File: src/common/miw_pkg.sv
package miw_pkg;

    // ****************************************************************
    // Register map (byte addresses on the Avalon-MM slave)
    // ****************************************************************
    localparam logic [4:0] ADDR_FLAG   = 5'h00;
    localparam logic [4:0] ADDR_ENABLE = 5'h04;
    localparam logic [4:0] ADDR_POWER  = 5'h08;
    localparam logic [4:0] ADDR_STATUS = 5'h0C;
    localparam logic [4:0] ADDR_CONFIG = 5'h10;
    localparam logic [4:0] ADDR_WAKE   = 5'h14;
    localparam logic [4:0] ADDR_OSC    = 5'h18;

    // ****************************************************************
    // Source positions in the flag and enable registers
    // ****************************************************************
    localparam int NUM_SRC    = 12;
    localparam int SRC_TIMER0 = 0;
    localparam int SRC_TIMER1 = 1;
    localparam int SRC_TIMER4 = 2;
    localparam int SRC_PCHG   = 3;
    localparam int SRC_EXT0   = 4;
    localparam int SRC_EXT1   = 5;
    localparam int SRC_WDT    = 6;
    localparam int SRC_EXT2   = 7;
    localparam int SRC_LVD    = 8;
    localparam int SRC_CMP    = 9;
    localparam int SRC_ADC    = 10;
    localparam int SRC_SIM    = 11;

    // ****************************************************************
    // Field positions and reset values
    // ****************************************************************
    localparam int POWER_RUN_BIT      = 7;
    localparam int STATUS_TMO_BIT     = 4;
    localparam int OSC_CMP_BIT        = 6;
    localparam int CFG_WDT_EN_BIT     = 0;
    localparam int CFG_WDT_IRQ_BIT    = 1;
    localparam int CFG_PERIOD_LSB     = 2;
    localparam int CFG_PS_WDT_BIT     = 4;
    localparam int CFG_PS_SEL_LSB     = 5;
    localparam int CFG_EXT0_BIT       = 8;
    localparam int CFG_EXT1_BIT       = 9;
    localparam int CFG_EXT2_BIT       = 10;
    localparam int CFG_EDGE_BIT       = 11;
    localparam int PIN_EXT1           = 3;
    localparam int PIN_EXT0           = 4;
    localparam int PIN_EXT2           = 5;
    localparam logic [11:0] RST_CONFIG = 12'h000;
    localparam logic [11:0] RST_FLAGS  = 12'h000;

    // ****************************************************************
    // Vectors and watchdog timing
    // ****************************************************************
    localparam logic [10:0] VEC_SW = 11'h001;
    localparam logic [10:0] VEC_HW = 11'h008;
    localparam int CLK_MHZ         = 100;
    localparam int WDT_P0_US       = 3500;
    localparam int WDT_P1_US       = 15000;
    localparam int WDT_P2_US       = 60000;
    localparam int WDT_P3_US       = 250000;
    localparam int WDT_P0_CYC      = WDT_P0_US * CLK_MHZ;
    localparam int WDT_P1_CYC      = WDT_P1_US * CLK_MHZ;
    localparam int WDT_P2_CYC      = WDT_P2_US * CLK_MHZ;
    localparam int WDT_P3_CYC      = WDT_P3_US * CLK_MHZ;

    // Instruction strobes from the core, one cycle each
    typedef struct packed {
        logic enable_irq_instr;
        logic disable_irq_instr;
        logic return_from_isr_instr;
        logic sw_trap_instr;
        logic clear_watchdog_instr;
    } miw_instr_t;

    // Peripheral event pulses on the core clock
    typedef struct packed {
        logic timer0_ovf;
        logic timer1_unf;
        logic timer4_unf;
        logic lvd_evt;
        logic adc_eoc;
        logic sim_evt;
    } miw_evt_t;

endpackage : miw_pkg

File: src/core/miw_core.sv
// The implementer's own choices: the register offsets and the Avalon-MM register port.
`timescale 1ns/10ps
`default_nettype none

// Behaviour
// - Hardware interrupts are delivered only while the global enable is set; instructions set/clear it.
// - Software trap vectors to 0x001 regardless of global enable and clears it.
// - Return-from-interrupt sets global enable and resumes the interrupted sequence.
// - Each event sets its flag; it stays set until firmware writes 0.
// - A flag reads back only while its own enable bit is set.
// - Pending enabled flag with global enable vectors to 0x008 and clears global enable.
// - Enable instruction inside a service routine re-arms nesting.
// - Timer0 overflow sets timer0 flag; serviced with its enable and global enable.
// - Timer1 underflow sets timer1 flag; serviced with its enable and global enable.
// - Timer4 underflow sets timer4 flag; serviced with its enable and global enable.
// - Watchdog expiry in interrupt mode sets flag bit 6; request needs enable 6.
// - Every watchdog timeout clears timeout status bit 4.
// - Configuration picks reset or interrupt on expiry, and enables the watchdog.
// - Power control bit 7 starts or stops the configured watchdog.
// - Base timeout is one of four periods, 3.5 ms up to 250 ms.
// - Prescaler divides 1:1..1:128 in reset mode, 1:2..1:256 in interrupt mode.
// - Clear-watchdog clears counter and prescaler and sets timeout status.
// - Level change on selected input pins sets pin-change flag.
// - External edge select on a shared pin disables its level-change detection.
// - External 0 chosen edge on pin 4 of port A sets its flag.
// - Twelve hardware sources, each with flag and enable, plus one software trap with neither.
// - External 1 chosen edge on pin 3 of port A sets its flag.
// - External 2 chosen edge on pin 5 of port A sets its flag.
// - Comparator change raises flag; oscillator control read re-arms change detection.
// - Converter end-of-conversion sets converter flag.
module miw_core
    import miw_pkg::*;
#(
    parameter int unsigned WDT_CYC0 = WDT_P0_CYC,    // Base period 0 in cycles
    parameter int unsigned WDT_CYC1 = WDT_P1_CYC,    // Base period 1 in cycles
    parameter int unsigned WDT_CYC2 = WDT_P2_CYC,    // Base period 2 in cycles
    parameter int unsigned WDT_CYC3 = WDT_P3_CYC     // Base period 3 in cycles
) (
    input  wire logic        clk,               // Core clock
    input  wire logic        resetn,            // Synchronous reset, low active
    input  wire logic [4:0]  address,           // Avalon byte address
    input  wire logic        read,              // Avalon read
    input  wire logic        write,             // Avalon write
    input  wire logic [31:0] writedata,         // Avalon write data
    input  wire logic [3:0]  byteenable,        // Avalon byte enables
    output logic [31:0]      readdata,          // Avalon read data
    output logic             waitrequest,       // Avalon wait
    input  wire miw_instr_t  instr,             // Instruction strobes
    input  wire miw_evt_t    evt,               // Peripheral events
    input  wire logic [15:0] pin_in,            // Port B high byte, port A low byte
    input  wire logic [15:0] pin_is_input,      // Pin direction, 1 = input
    input  wire logic        cmp_out,           // Comparator output level
    output logic             vector_req,        // Fetch redirect pulse
    output logic [10:0]      vector_addr,       // Fetch redirect address
    output logic             global_irq_enable, // Global enable state
    output logic             irq_pending,       // Enabled flag pending
    output logic             watchdog_reset     // Watchdog reset pulse
);

    // ****************************************************************
    // Helpers
    // ****************************************************************
    // Watchdog base period for a period select
    function automatic logic [24:0] base_last(input logic [1:0] sel);
        case (sel)
            2'h0:    base_last = 25'(WDT_CYC0 - 1);
            2'h1:    base_last = 25'(WDT_CYC1 - 1);
            2'h2:    base_last = 25'(WDT_CYC2 - 1);
            default: base_last = 25'(WDT_CYC3 - 1);
        endcase
    endfunction : base_last

    // Byte-lane merge of a write into a 16-bit register
    function automatic logic [15:0] merge16(input logic [15:0] old, input logic [31:0] d,
                                             input logic [3:0] be);
        merge16 = {be[1] ? d[15:8] : old[15:8], be[0] ? d[7:0] : old[7:0]};
    endfunction : merge16

    // ****************************************************************
    // State
    // ****************************************************************
    logic [11:0] irq_flag_reg;
    logic [11:0] irq_enable_reg;
    logic        watchdog_run;
    logic        timeout_status_n;
    logic [11:0] config_reg;
    logic [15:0] wake_reg;
    logic [15:0] pin_s1, pin_s2, pin_s3, pin_stable;
    logic        cmp_s1, cmp_s2, cmp_s3, cmp_stable;
    logic        cmp_ref;
    logic        cmp_armed;
    logic [24:0] wdt_cnt;
    logic [7:0]  ps_cnt;

    // ****************************************************************
    // Bus decode
    // ****************************************************************
    wire        wr_acc   = write & ~waitrequest;
    wire        rd_acc   = read & ~waitrequest;
    wire        wr_flag  = wr_acc & (address == ADDR_FLAG);
    wire        wr_en    = wr_acc & (address == ADDR_ENABLE);
    wire        wr_power = wr_acc & (address == ADDR_POWER) & byteenable[0];
    wire        wr_cfg   = wr_acc & (address == ADDR_CONFIG);
    wire        wr_wake  = wr_acc & (address == ADDR_WAKE);
    wire        rd_osc   = rd_acc & (address == ADDR_OSC);
    wire [15:0] flag_wr  = merge16({4'h0, irq_flag_reg}, writedata, byteenable);
    wire [15:0] en_wr    = merge16({4'h0, irq_enable_reg}, writedata, byteenable);
    wire [15:0] cfg_wr   = merge16({4'h0, config_reg}, writedata, byteenable);
    wire [11:0] flag_vis = irq_flag_reg & irq_enable_reg;

    // Read mux, unmapped addresses read zero
    logic [31:0] next_readdata;
    always_comb begin
        next_readdata = 32'h0000_0000;
        case (address)
            ADDR_FLAG:   next_readdata = {20'h0_0000, flag_vis};
            ADDR_ENABLE: next_readdata = {20'h0_0000, irq_enable_reg};
            ADDR_POWER:  next_readdata = {24'h00_0000, watchdog_run, 7'h00};
            ADDR_STATUS: next_readdata = {27'h000_0000, timeout_status_n, 4'h0};
            ADDR_CONFIG: next_readdata = {20'h0_0000, config_reg};
            ADDR_WAKE:   next_readdata = {16'h0000, wake_reg};
            ADDR_OSC:    next_readdata = {25'h000_0000, cmp_stable, 6'h00};
            default:     next_readdata = 32'h0000_0000;
        endcase
    end

    // Wait one cycle on every request, then answer
    wire next_waitrequest = ~((read | write) & waitrequest);
    always_ff @(posedge clk) begin
        if (!resetn) begin
            waitrequest <= 1'b1;
            readdata    <= 32'h0000_0000;
        end else begin
            waitrequest <= next_waitrequest;
            readdata    <= (read & waitrequest) ? next_readdata : readdata;
        end
    end

    // ****************************************************************
    // Software registers
    // ****************************************************************
    // Configuration, enables, wake selects and run bit
    always_ff @(posedge clk) begin
        if (!resetn) begin
            irq_enable_reg <= 12'h000;
            config_reg     <= RST_CONFIG;
            wake_reg       <= 16'h0000;
            watchdog_run   <= 1'b0;
        end else begin
            if (wr_en)   irq_enable_reg <= en_wr[11:0];
            if (wr_cfg)  config_reg     <= cfg_wr[11:0];
            if (wr_wake) wake_reg       <= merge16(wake_reg, writedata, byteenable);
            if (wr_power) watchdog_run  <= writedata[POWER_RUN_BIT];
        end
    end

    wire       cfg_wdt_en  = config_reg[CFG_WDT_EN_BIT];
    wire       cfg_wdt_irq = config_reg[CFG_WDT_IRQ_BIT];
    wire [1:0] cfg_period  = config_reg[CFG_PERIOD_LSB +: 2];
    wire       prescaler_to_watchdog = config_reg[CFG_PS_WDT_BIT];
    wire [2:0] prescaler_divide_sel  = config_reg[CFG_PS_SEL_LSB +: 3];
    wire       ext0_select       = config_reg[CFG_EXT0_BIT];
    wire       ext1_select       = config_reg[CFG_EXT1_BIT];
    wire       ext2_select       = config_reg[CFG_EXT2_BIT];
    wire       edge_polarity_sel = config_reg[CFG_EDGE_BIT];

    // ****************************************************************
    // Pin and comparator synchronisers
    // ****************************************************************
    // Three stages; a level counts when stages two and three agree
    always_ff @(posedge clk) begin
        if (!resetn) begin
            pin_s1     <= 16'h0000;
            pin_s2     <= 16'h0000;
            pin_s3     <= 16'h0000;
            pin_stable <= 16'h0000;
            cmp_s1     <= 1'b0;
            cmp_s2     <= 1'b0;
            cmp_s3     <= 1'b0;
            cmp_stable <= 1'b0;
        end else begin
            pin_s1     <= pin_in;
            pin_s2     <= pin_s1;
            pin_s3     <= pin_s2;
            pin_stable <= (pin_s2 & pin_s3) | (pin_stable & (pin_s2 | pin_s3));
            cmp_s1     <= cmp_out;
            cmp_s2     <= cmp_s1;
            cmp_s3     <= cmp_s2;
            cmp_stable <= (cmp_s2 == cmp_s3) ? cmp_s2 : cmp_stable;
        end
    end

    // ****************************************************************
    // Event detection
    // ****************************************************************
    wire [15:0] next_pin  = (pin_s2 & pin_s3) | (pin_stable & (pin_s2 | pin_s3));
    wire [15:0] pin_chg   = next_pin ^ pin_stable;
    wire [15:0] ext_block = {10'h000, ext2_select, ext0_select, ext1_select, 3'h0};
    wire        pchg_evt  = |(pin_chg & pin_is_input & wake_reg & ~ext_block);
    wire [2:0]  ext_rise  = {next_pin[PIN_EXT2], next_pin[PIN_EXT1], next_pin[PIN_EXT0]}
                          & ~{pin_stable[PIN_EXT2], pin_stable[PIN_EXT1], pin_stable[PIN_EXT0]};
    wire [2:0]  ext_fall  = ~{next_pin[PIN_EXT2], next_pin[PIN_EXT1], next_pin[PIN_EXT0]}
                          & {pin_stable[PIN_EXT2], pin_stable[PIN_EXT1], pin_stable[PIN_EXT0]};
    wire [2:0]  ext_edge  = edge_polarity_sel ? ext_rise : ext_fall;
    wire        ext0_evt  = ext0_select & ext_edge[0];
    wire        ext1_evt  = ext1_select & ext_edge[1];
    wire        ext2_evt  = ext2_select & ext_edge[2];
    wire        cmp_evt   = cmp_armed & (cmp_stable != cmp_ref);

    // Comparator difference is held until the oscillator register is read
    always_ff @(posedge clk) begin
        if (!resetn) begin
            cmp_ref   <= 1'b0;
            cmp_armed <= 1'b0;
        end else if (rd_osc) begin
            cmp_ref   <= cmp_stable;
            cmp_armed <= 1'b1;
        end else if (cmp_evt) begin
            cmp_armed <= 1'b0;
        end
    end

    // ****************************************************************
    // Watchdog
    // ****************************************************************
    // Prescaler divide: 1<<sel in reset mode, 2<<sel in interrupt mode; last count is one less
    wire [8:0]  ps_div    = cfg_wdt_irq ? (9'h002 << prescaler_divide_sel)
                                        : (9'h001 << prescaler_divide_sel);
    wire [7:0]  ps_last   = prescaler_to_watchdog ? 8'(ps_div - 9'h001) : 8'h00;
    wire        wdt_on    = cfg_wdt_en & watchdog_run;
    wire        wdt_clr   = instr.clear_watchdog_instr;
    wire        base_tick = wdt_on & (wdt_cnt == base_last(cfg_period));
    wire        wdt_tmo   = base_tick & (ps_cnt == ps_last) & ~wdt_clr;

    // Base counter and prescaler, both cleared by the clear instruction
    always_ff @(posedge clk) begin
        if (!resetn || wdt_clr || !wdt_on) begin
            wdt_cnt <= 25'h000_0000;
            ps_cnt  <= 8'h00;
        end else if (base_tick) begin
            wdt_cnt <= 25'h000_0000;
            ps_cnt  <= (ps_cnt == ps_last) ? 8'h00 : 8'(ps_cnt + 8'h01);
        end else begin
            wdt_cnt <= 25'(wdt_cnt + 25'h000_0001);
        end
    end

    // Timeout status and reset pulse
    always_ff @(posedge clk) begin
        if (!resetn) begin
            timeout_status_n <= 1'b1;
            watchdog_reset   <= 1'b0;
        end else begin
            if (wdt_tmo)      timeout_status_n <= 1'b0;
            else if (wdt_clr) timeout_status_n <= 1'b1;
            watchdog_reset <= wdt_tmo & ~cfg_wdt_irq;
        end
    end

    // ****************************************************************
    // Interrupt flags
    // ****************************************************************
    logic [11:0] set_vec;
    always_comb begin
        set_vec             = 12'h000;
        set_vec[SRC_TIMER0] = evt.timer0_ovf;
        set_vec[SRC_TIMER1] = evt.timer1_unf;
        set_vec[SRC_TIMER4] = evt.timer4_unf;
        set_vec[SRC_PCHG]   = pchg_evt;
        set_vec[SRC_EXT0]   = ext0_evt;
        set_vec[SRC_EXT1]   = ext1_evt;
        set_vec[SRC_WDT]    = wdt_tmo & cfg_wdt_irq;
        set_vec[SRC_EXT2]   = ext2_evt;
        set_vec[SRC_LVD]    = evt.lvd_evt;
        set_vec[SRC_CMP]    = cmp_evt;
        set_vec[SRC_ADC]    = evt.adc_eoc;
        set_vec[SRC_SIM]    = evt.sim_evt;
    end

    // Writes of 0 clear, writes of 1 keep; a new event wins over the clear
    wire [11:0] next_flags = (wr_flag ? (irq_flag_reg & flag_wr[11:0]) : irq_flag_reg)
                           | set_vec;

    always_ff @(posedge clk) begin
        if (!resetn) irq_flag_reg <= RST_FLAGS;
        else         irq_flag_reg <= next_flags;
    end

    // ****************************************************************
    // Global enable and vectoring
    // ****************************************************************
    wire hw_req  = |flag_vis;
    wire hw_take = hw_req & global_irq_enable & ~instr.sw_trap_instr;

    // Trap first, then a hardware take, then the enable instructions
    logic next_global_irq_enable;
    always_comb begin
        next_global_irq_enable = global_irq_enable;
        if (instr.sw_trap_instr)               next_global_irq_enable = 1'b0;
        else if (hw_take)                      next_global_irq_enable = 1'b0;
        else if (instr.enable_irq_instr)       next_global_irq_enable = 1'b1;
        else if (instr.return_from_isr_instr)  next_global_irq_enable = 1'b1;
        else if (instr.disable_irq_instr)      next_global_irq_enable = 1'b0;
    end

    always_ff @(posedge clk) begin
        if (!resetn) begin
            global_irq_enable <= 1'b0;
            vector_req        <= 1'b0;
            vector_addr       <= 11'h000;
            irq_pending       <= 1'b0;
        end else begin
            global_irq_enable <= next_global_irq_enable;
            vector_req        <= instr.sw_trap_instr | hw_take;
            vector_addr       <= instr.sw_trap_instr ? VEC_SW :
                                 (hw_take ? VEC_HW : vector_addr);
            irq_pending       <= hw_req;
        end
    end

endmodule : miw_core

`default_nettype wire

File: config.mk
export PLATFORM = sky130hd
export DESIGN_NAME = miw_core
export DESIGN_NICKNAME = d
export VERILOG_FILES = /design/src/common/miw_pkg.sv /design/src/core/miw_core.sv
export SDC_FILE = /design/constraint.sdc
export NUM_CORES = 1
export LEC_CHECK = 0
export BUFFER_PORTS_ARGS = -buffer_cell sky130_fd_sc_hd__clkbuf_2
export CAP_MARGIN = 20
export CORE_MARGIN = 2
export CORE_UTILIZATION = 54
export CTS_BUF_LIST = sky130_fd_sc_hd__clkbuf_16
export DETAILED_ROUTE_END_ITERATION = 12
export PLACE_DENSITY = 0.77
export SLEW_MARGIN = 10
export SYNTH_ARGS = -nofsm -noshare
export SYNTH_HDL_FRONTEND = slang
export SYNTH_SLANG_ARGS = --single-unit
File: constraint.sdc
create_clock -name clk -period 5.2 [get_ports clk]
set_input_delay 0.26 -clock clk [delete_from_list [all_inputs] [get_ports clk]]
set_output_delay 0.26 -clock clk [all_outputs]
set_load 0.05 [all_outputs]
==> out/results.ini <==
[outcome]
outcome = finished, final reports clean

[yosys]
synth-xor-area-share_pct = 3.295
synthAdderAreaFrac_pct = 1.670
synth_edf_count = 0
yosys.area_share.simple_pct = 26.32
synth.avg_cell_area_um2 = 8.538
synth.distinct_cells = 62
synth_seq_cells = 180
yosysWarnings = 0
synth_mux_area_share_pct = 2.080
syn-cell-area_um2 = 8239
synth_compound_gate_area_share_pct = 17.65
async_reset_ff_share_pct = 0
synth_top_family_by_area = simple AND/OR/NAND/NOR gates
synthCells = 965
yosysSeqAreaShare_pct = 43.74
synth_ff_type = dfxtp_1

[setup_path]
start_kind = flip-flop
cp.arrival_ns = 3.95
cp_num_buf_inv = 1
path_delay_family = simple AND/OR/NAND/NOR gates
cp_slowest_cell = or3b_2
cp.required_ns = 5.50
crit_chain = inv_1 > ha_1 > or3b_2 > ha_1 > mux2_2 > a22oi_1 > a221oi_1 > nor4_1 > nand4_1 > nor2_1 > nor3_1
critPathMaxFanout = 12
crit_top_cell = ha_1
crit_path_end_kind = flip-flop
cpPeakStageDelay_ns = 0.52
critPathKind = reg -> reg

[routing]
drc_errors = 0
routed_wl_um = 18510
drt_iter0_drc = 490
drtPass1Iterations = 5
viasPerCell = 5.578
vias = 6889
wl_per_cell_um = 14.99
ant_nets = 0

[grt]
grt_pass1_wl_um = 29710
grtUsageTotal_pct = 22.80
grt_overflow = 0
grt_pass1_vias = 6165
antenna_found_initial = 0
grt_max_degree = 146

[clocking]
cts_resized = 0
post_cts_buffers = 0
clkSlewWorstSetupHoldPaths_ns = 0.07
cts_tree = yes
h-tree-depth = 4
cts_buffers = 17
ctsHoldBuffers = 0
ctsRootBufferMaster = clkbuf_16
cts_sinks = 180
cts.path.max_buffers = 2
clk-insertion-delay-late_ns = 0.43

[die]
num_io_pins = 137
start_util_pct = 54.81
dieArea_um2 = 16260
rows = 45
die_h_um = 127.5
coreArea_um2 = 15030
die_x_um = 127.5

[power_and_ir_drop]
p_clk_share_pct = 44.4
power_density_nw_per_um2 = 302.8
switching_share_pct = 25.72
pwr-share-comb_pct = 5.4
p_switching_uw = 725.6
leakage_nw = 3.400
internal_power_mw = 2.096
power_frac_seq_pct = 50.1
peakVddDrop_mv = 0.2998

[timing]
clock.fmax_mhz = 273.7
period_needed_ns = 3.654
skew_ns = 0.007212
slew_viol_final = 0
worst_slew_margin_rel_pct = 35.49
hold_viol_final = 0
worst-slew-pin-transition_ns = 0.9677
setup_violations = 0
rsz0062_at_grt = no
tns_ns = 0
fin_crit_sh_pct = 70.27

[job]
maxCapViolCount = 0

[placed_design]
portBuffers = 93
place_congestion = 0.8111
dp_hpwl_um = 12730
dpl-instance-area_um2 = 8710

[cells_and_area]
final_common_cell = dfxtp_1
area_growth_pct = 13.09
nFillCells = 1334
antenna_cells = 0
design_area_um2 = 9318
mostFrequentLayoutCells = 180 x dfxtp_1, 129 x nand2_1, 92 x clkbuf_2
registers.top_by_ff_count = wdt_cnt
largest_reg_flops = 25
drive_gt1_share_pct = 13.66
nNetsFinal = 1134

[worst_hold_path]
hp-class = in -> reg

-- cell type report --
type                       instances  area (um2)  share of cell area (%)
timing repair buffer             100       540.5                   5.801
clock inverter                    15       155.1                   1.665
clock buffer                      17       425.4                   4.566
sequential                       180        3603                   38.67
inverter                          15       56.30                  0.6043
multi-input combinational        720        4302                   46.17
tap                              188       235.2                   2.525
-- cell families (layout without fill, tap and decap cells) --
group	count (synthesis)	after routing
flip-flops	180	180
AO/OA/AOI/OAI	212	212
other	1	25
adder cells (fa/ha/maj)	11	11
buffers and inverters	89	147
AND/OR/NAND/NOR	424	424
multiplexers	17	17
XOR/XNOR	31	31
-- path summary, 6_finish.rpt --
path	slack (ns)	cells after the start	startpoint	end
worst max register to register	1.55	11	config_reg[1]$_SDFFE_PN0P_	ps_cnt[7]$_SDFFE_PP0P_
worst min-delay path	0.03	2	pin_in[11]	pin_s1[11]$_SDFF_PN0_
worst max-delay path	1.55	11	config_reg[1]$_SDFFE_PN0P_	ps_cnt[7]$_SDFFE_PP0P_
worst min register to register	0.43	1	pin_s1[1]$_SDFF_PN0_	pin_s2[1]$_SDFF_PN0_
-- synth_stat cells, types with 7 or more instances --
| library cell | n | area share, % |
|---|---|---|
| o21a_1 | 12 | 1.1 |
| a21o_1 | 7 | 0.64 |
| ha_1 | 11 | 1.7 |
| nor2b_1 | 29 | 2.2 |
| xnor2_1 | 16 | 1.7 |
| inv_1 | 15 | 0.68 |
| nor2_1 | 56 | 2.6 |
| o21ai_0 | 49 | 3.0 |
| nand4_1 | 15 | 1.1 |
| buf_4 | 25 | 2.3 |
| and2_1 | 59 | 4.5 |
| and3_1 | 11 | 0.84 |
| xor2_1 | 15 | 1.6 |
| a31oi_1 | 10 | 0.76 |
| a21oi_1 | 25 | 1.5 |
| nand2_1 | 129 | 5.9 |
| a21boi_0 | 61 | 5.6 |
| nor3b_1 | 9 | 0.82 |
| mux2i_1 | 16 | 1.9 |
| clkbuf_1 | 46 | 2.1 |
| dfxtp_1 | 180 | 44 |
| nand2b_1 | 10 | 0.76 |
| nand3_1 | 66 | 4.0 |
| nor3_1 | 13 | 0.79 |
-- per-layer routing --
metal	track usage [%]	share of wire (%)	vias to the layer above
met5	0	0	-
met4	6.917	2.0	0
met3	5.863	6.1	33
met2	38.66	48	191
met1	28.60	44	3216
li1	-	-	3449
-- metrics by stage --
stage          cells  hold slack, ns  utilization, %  worst slack (ns)  total power, mW
5_1_grt         1235         0.02385           61.98             1.237            2.914
2_1_floorplan    989          0.3739               -             2.149            1.559
3_5_place_dp    1202          0.4177           57.94             1.633            1.598
6_report        1235         0.03238           61.98             1.546            2.822
3_3_place_gp    1202          0.4138           57.94             1.664            1.596
4_1_cts         1234         0.02349           61.80             1.568            2.834
-- power by group through the flow --
stage | sequential (mW) | combinational, mW | clock, mW
global placement | 1.45 | 0.150 | 0
finish | 1.41 | 0.153 | 1.25
floorplan | 1.45 | 0.109 | 0
CTS | 1.41 | 0.152 | 1.27
detailed placement | 1.45 | 0.151 | 0
global route | 1.42 | 0.166 | 1.33
Note: power is estimated with default switching activity, not from simulation.
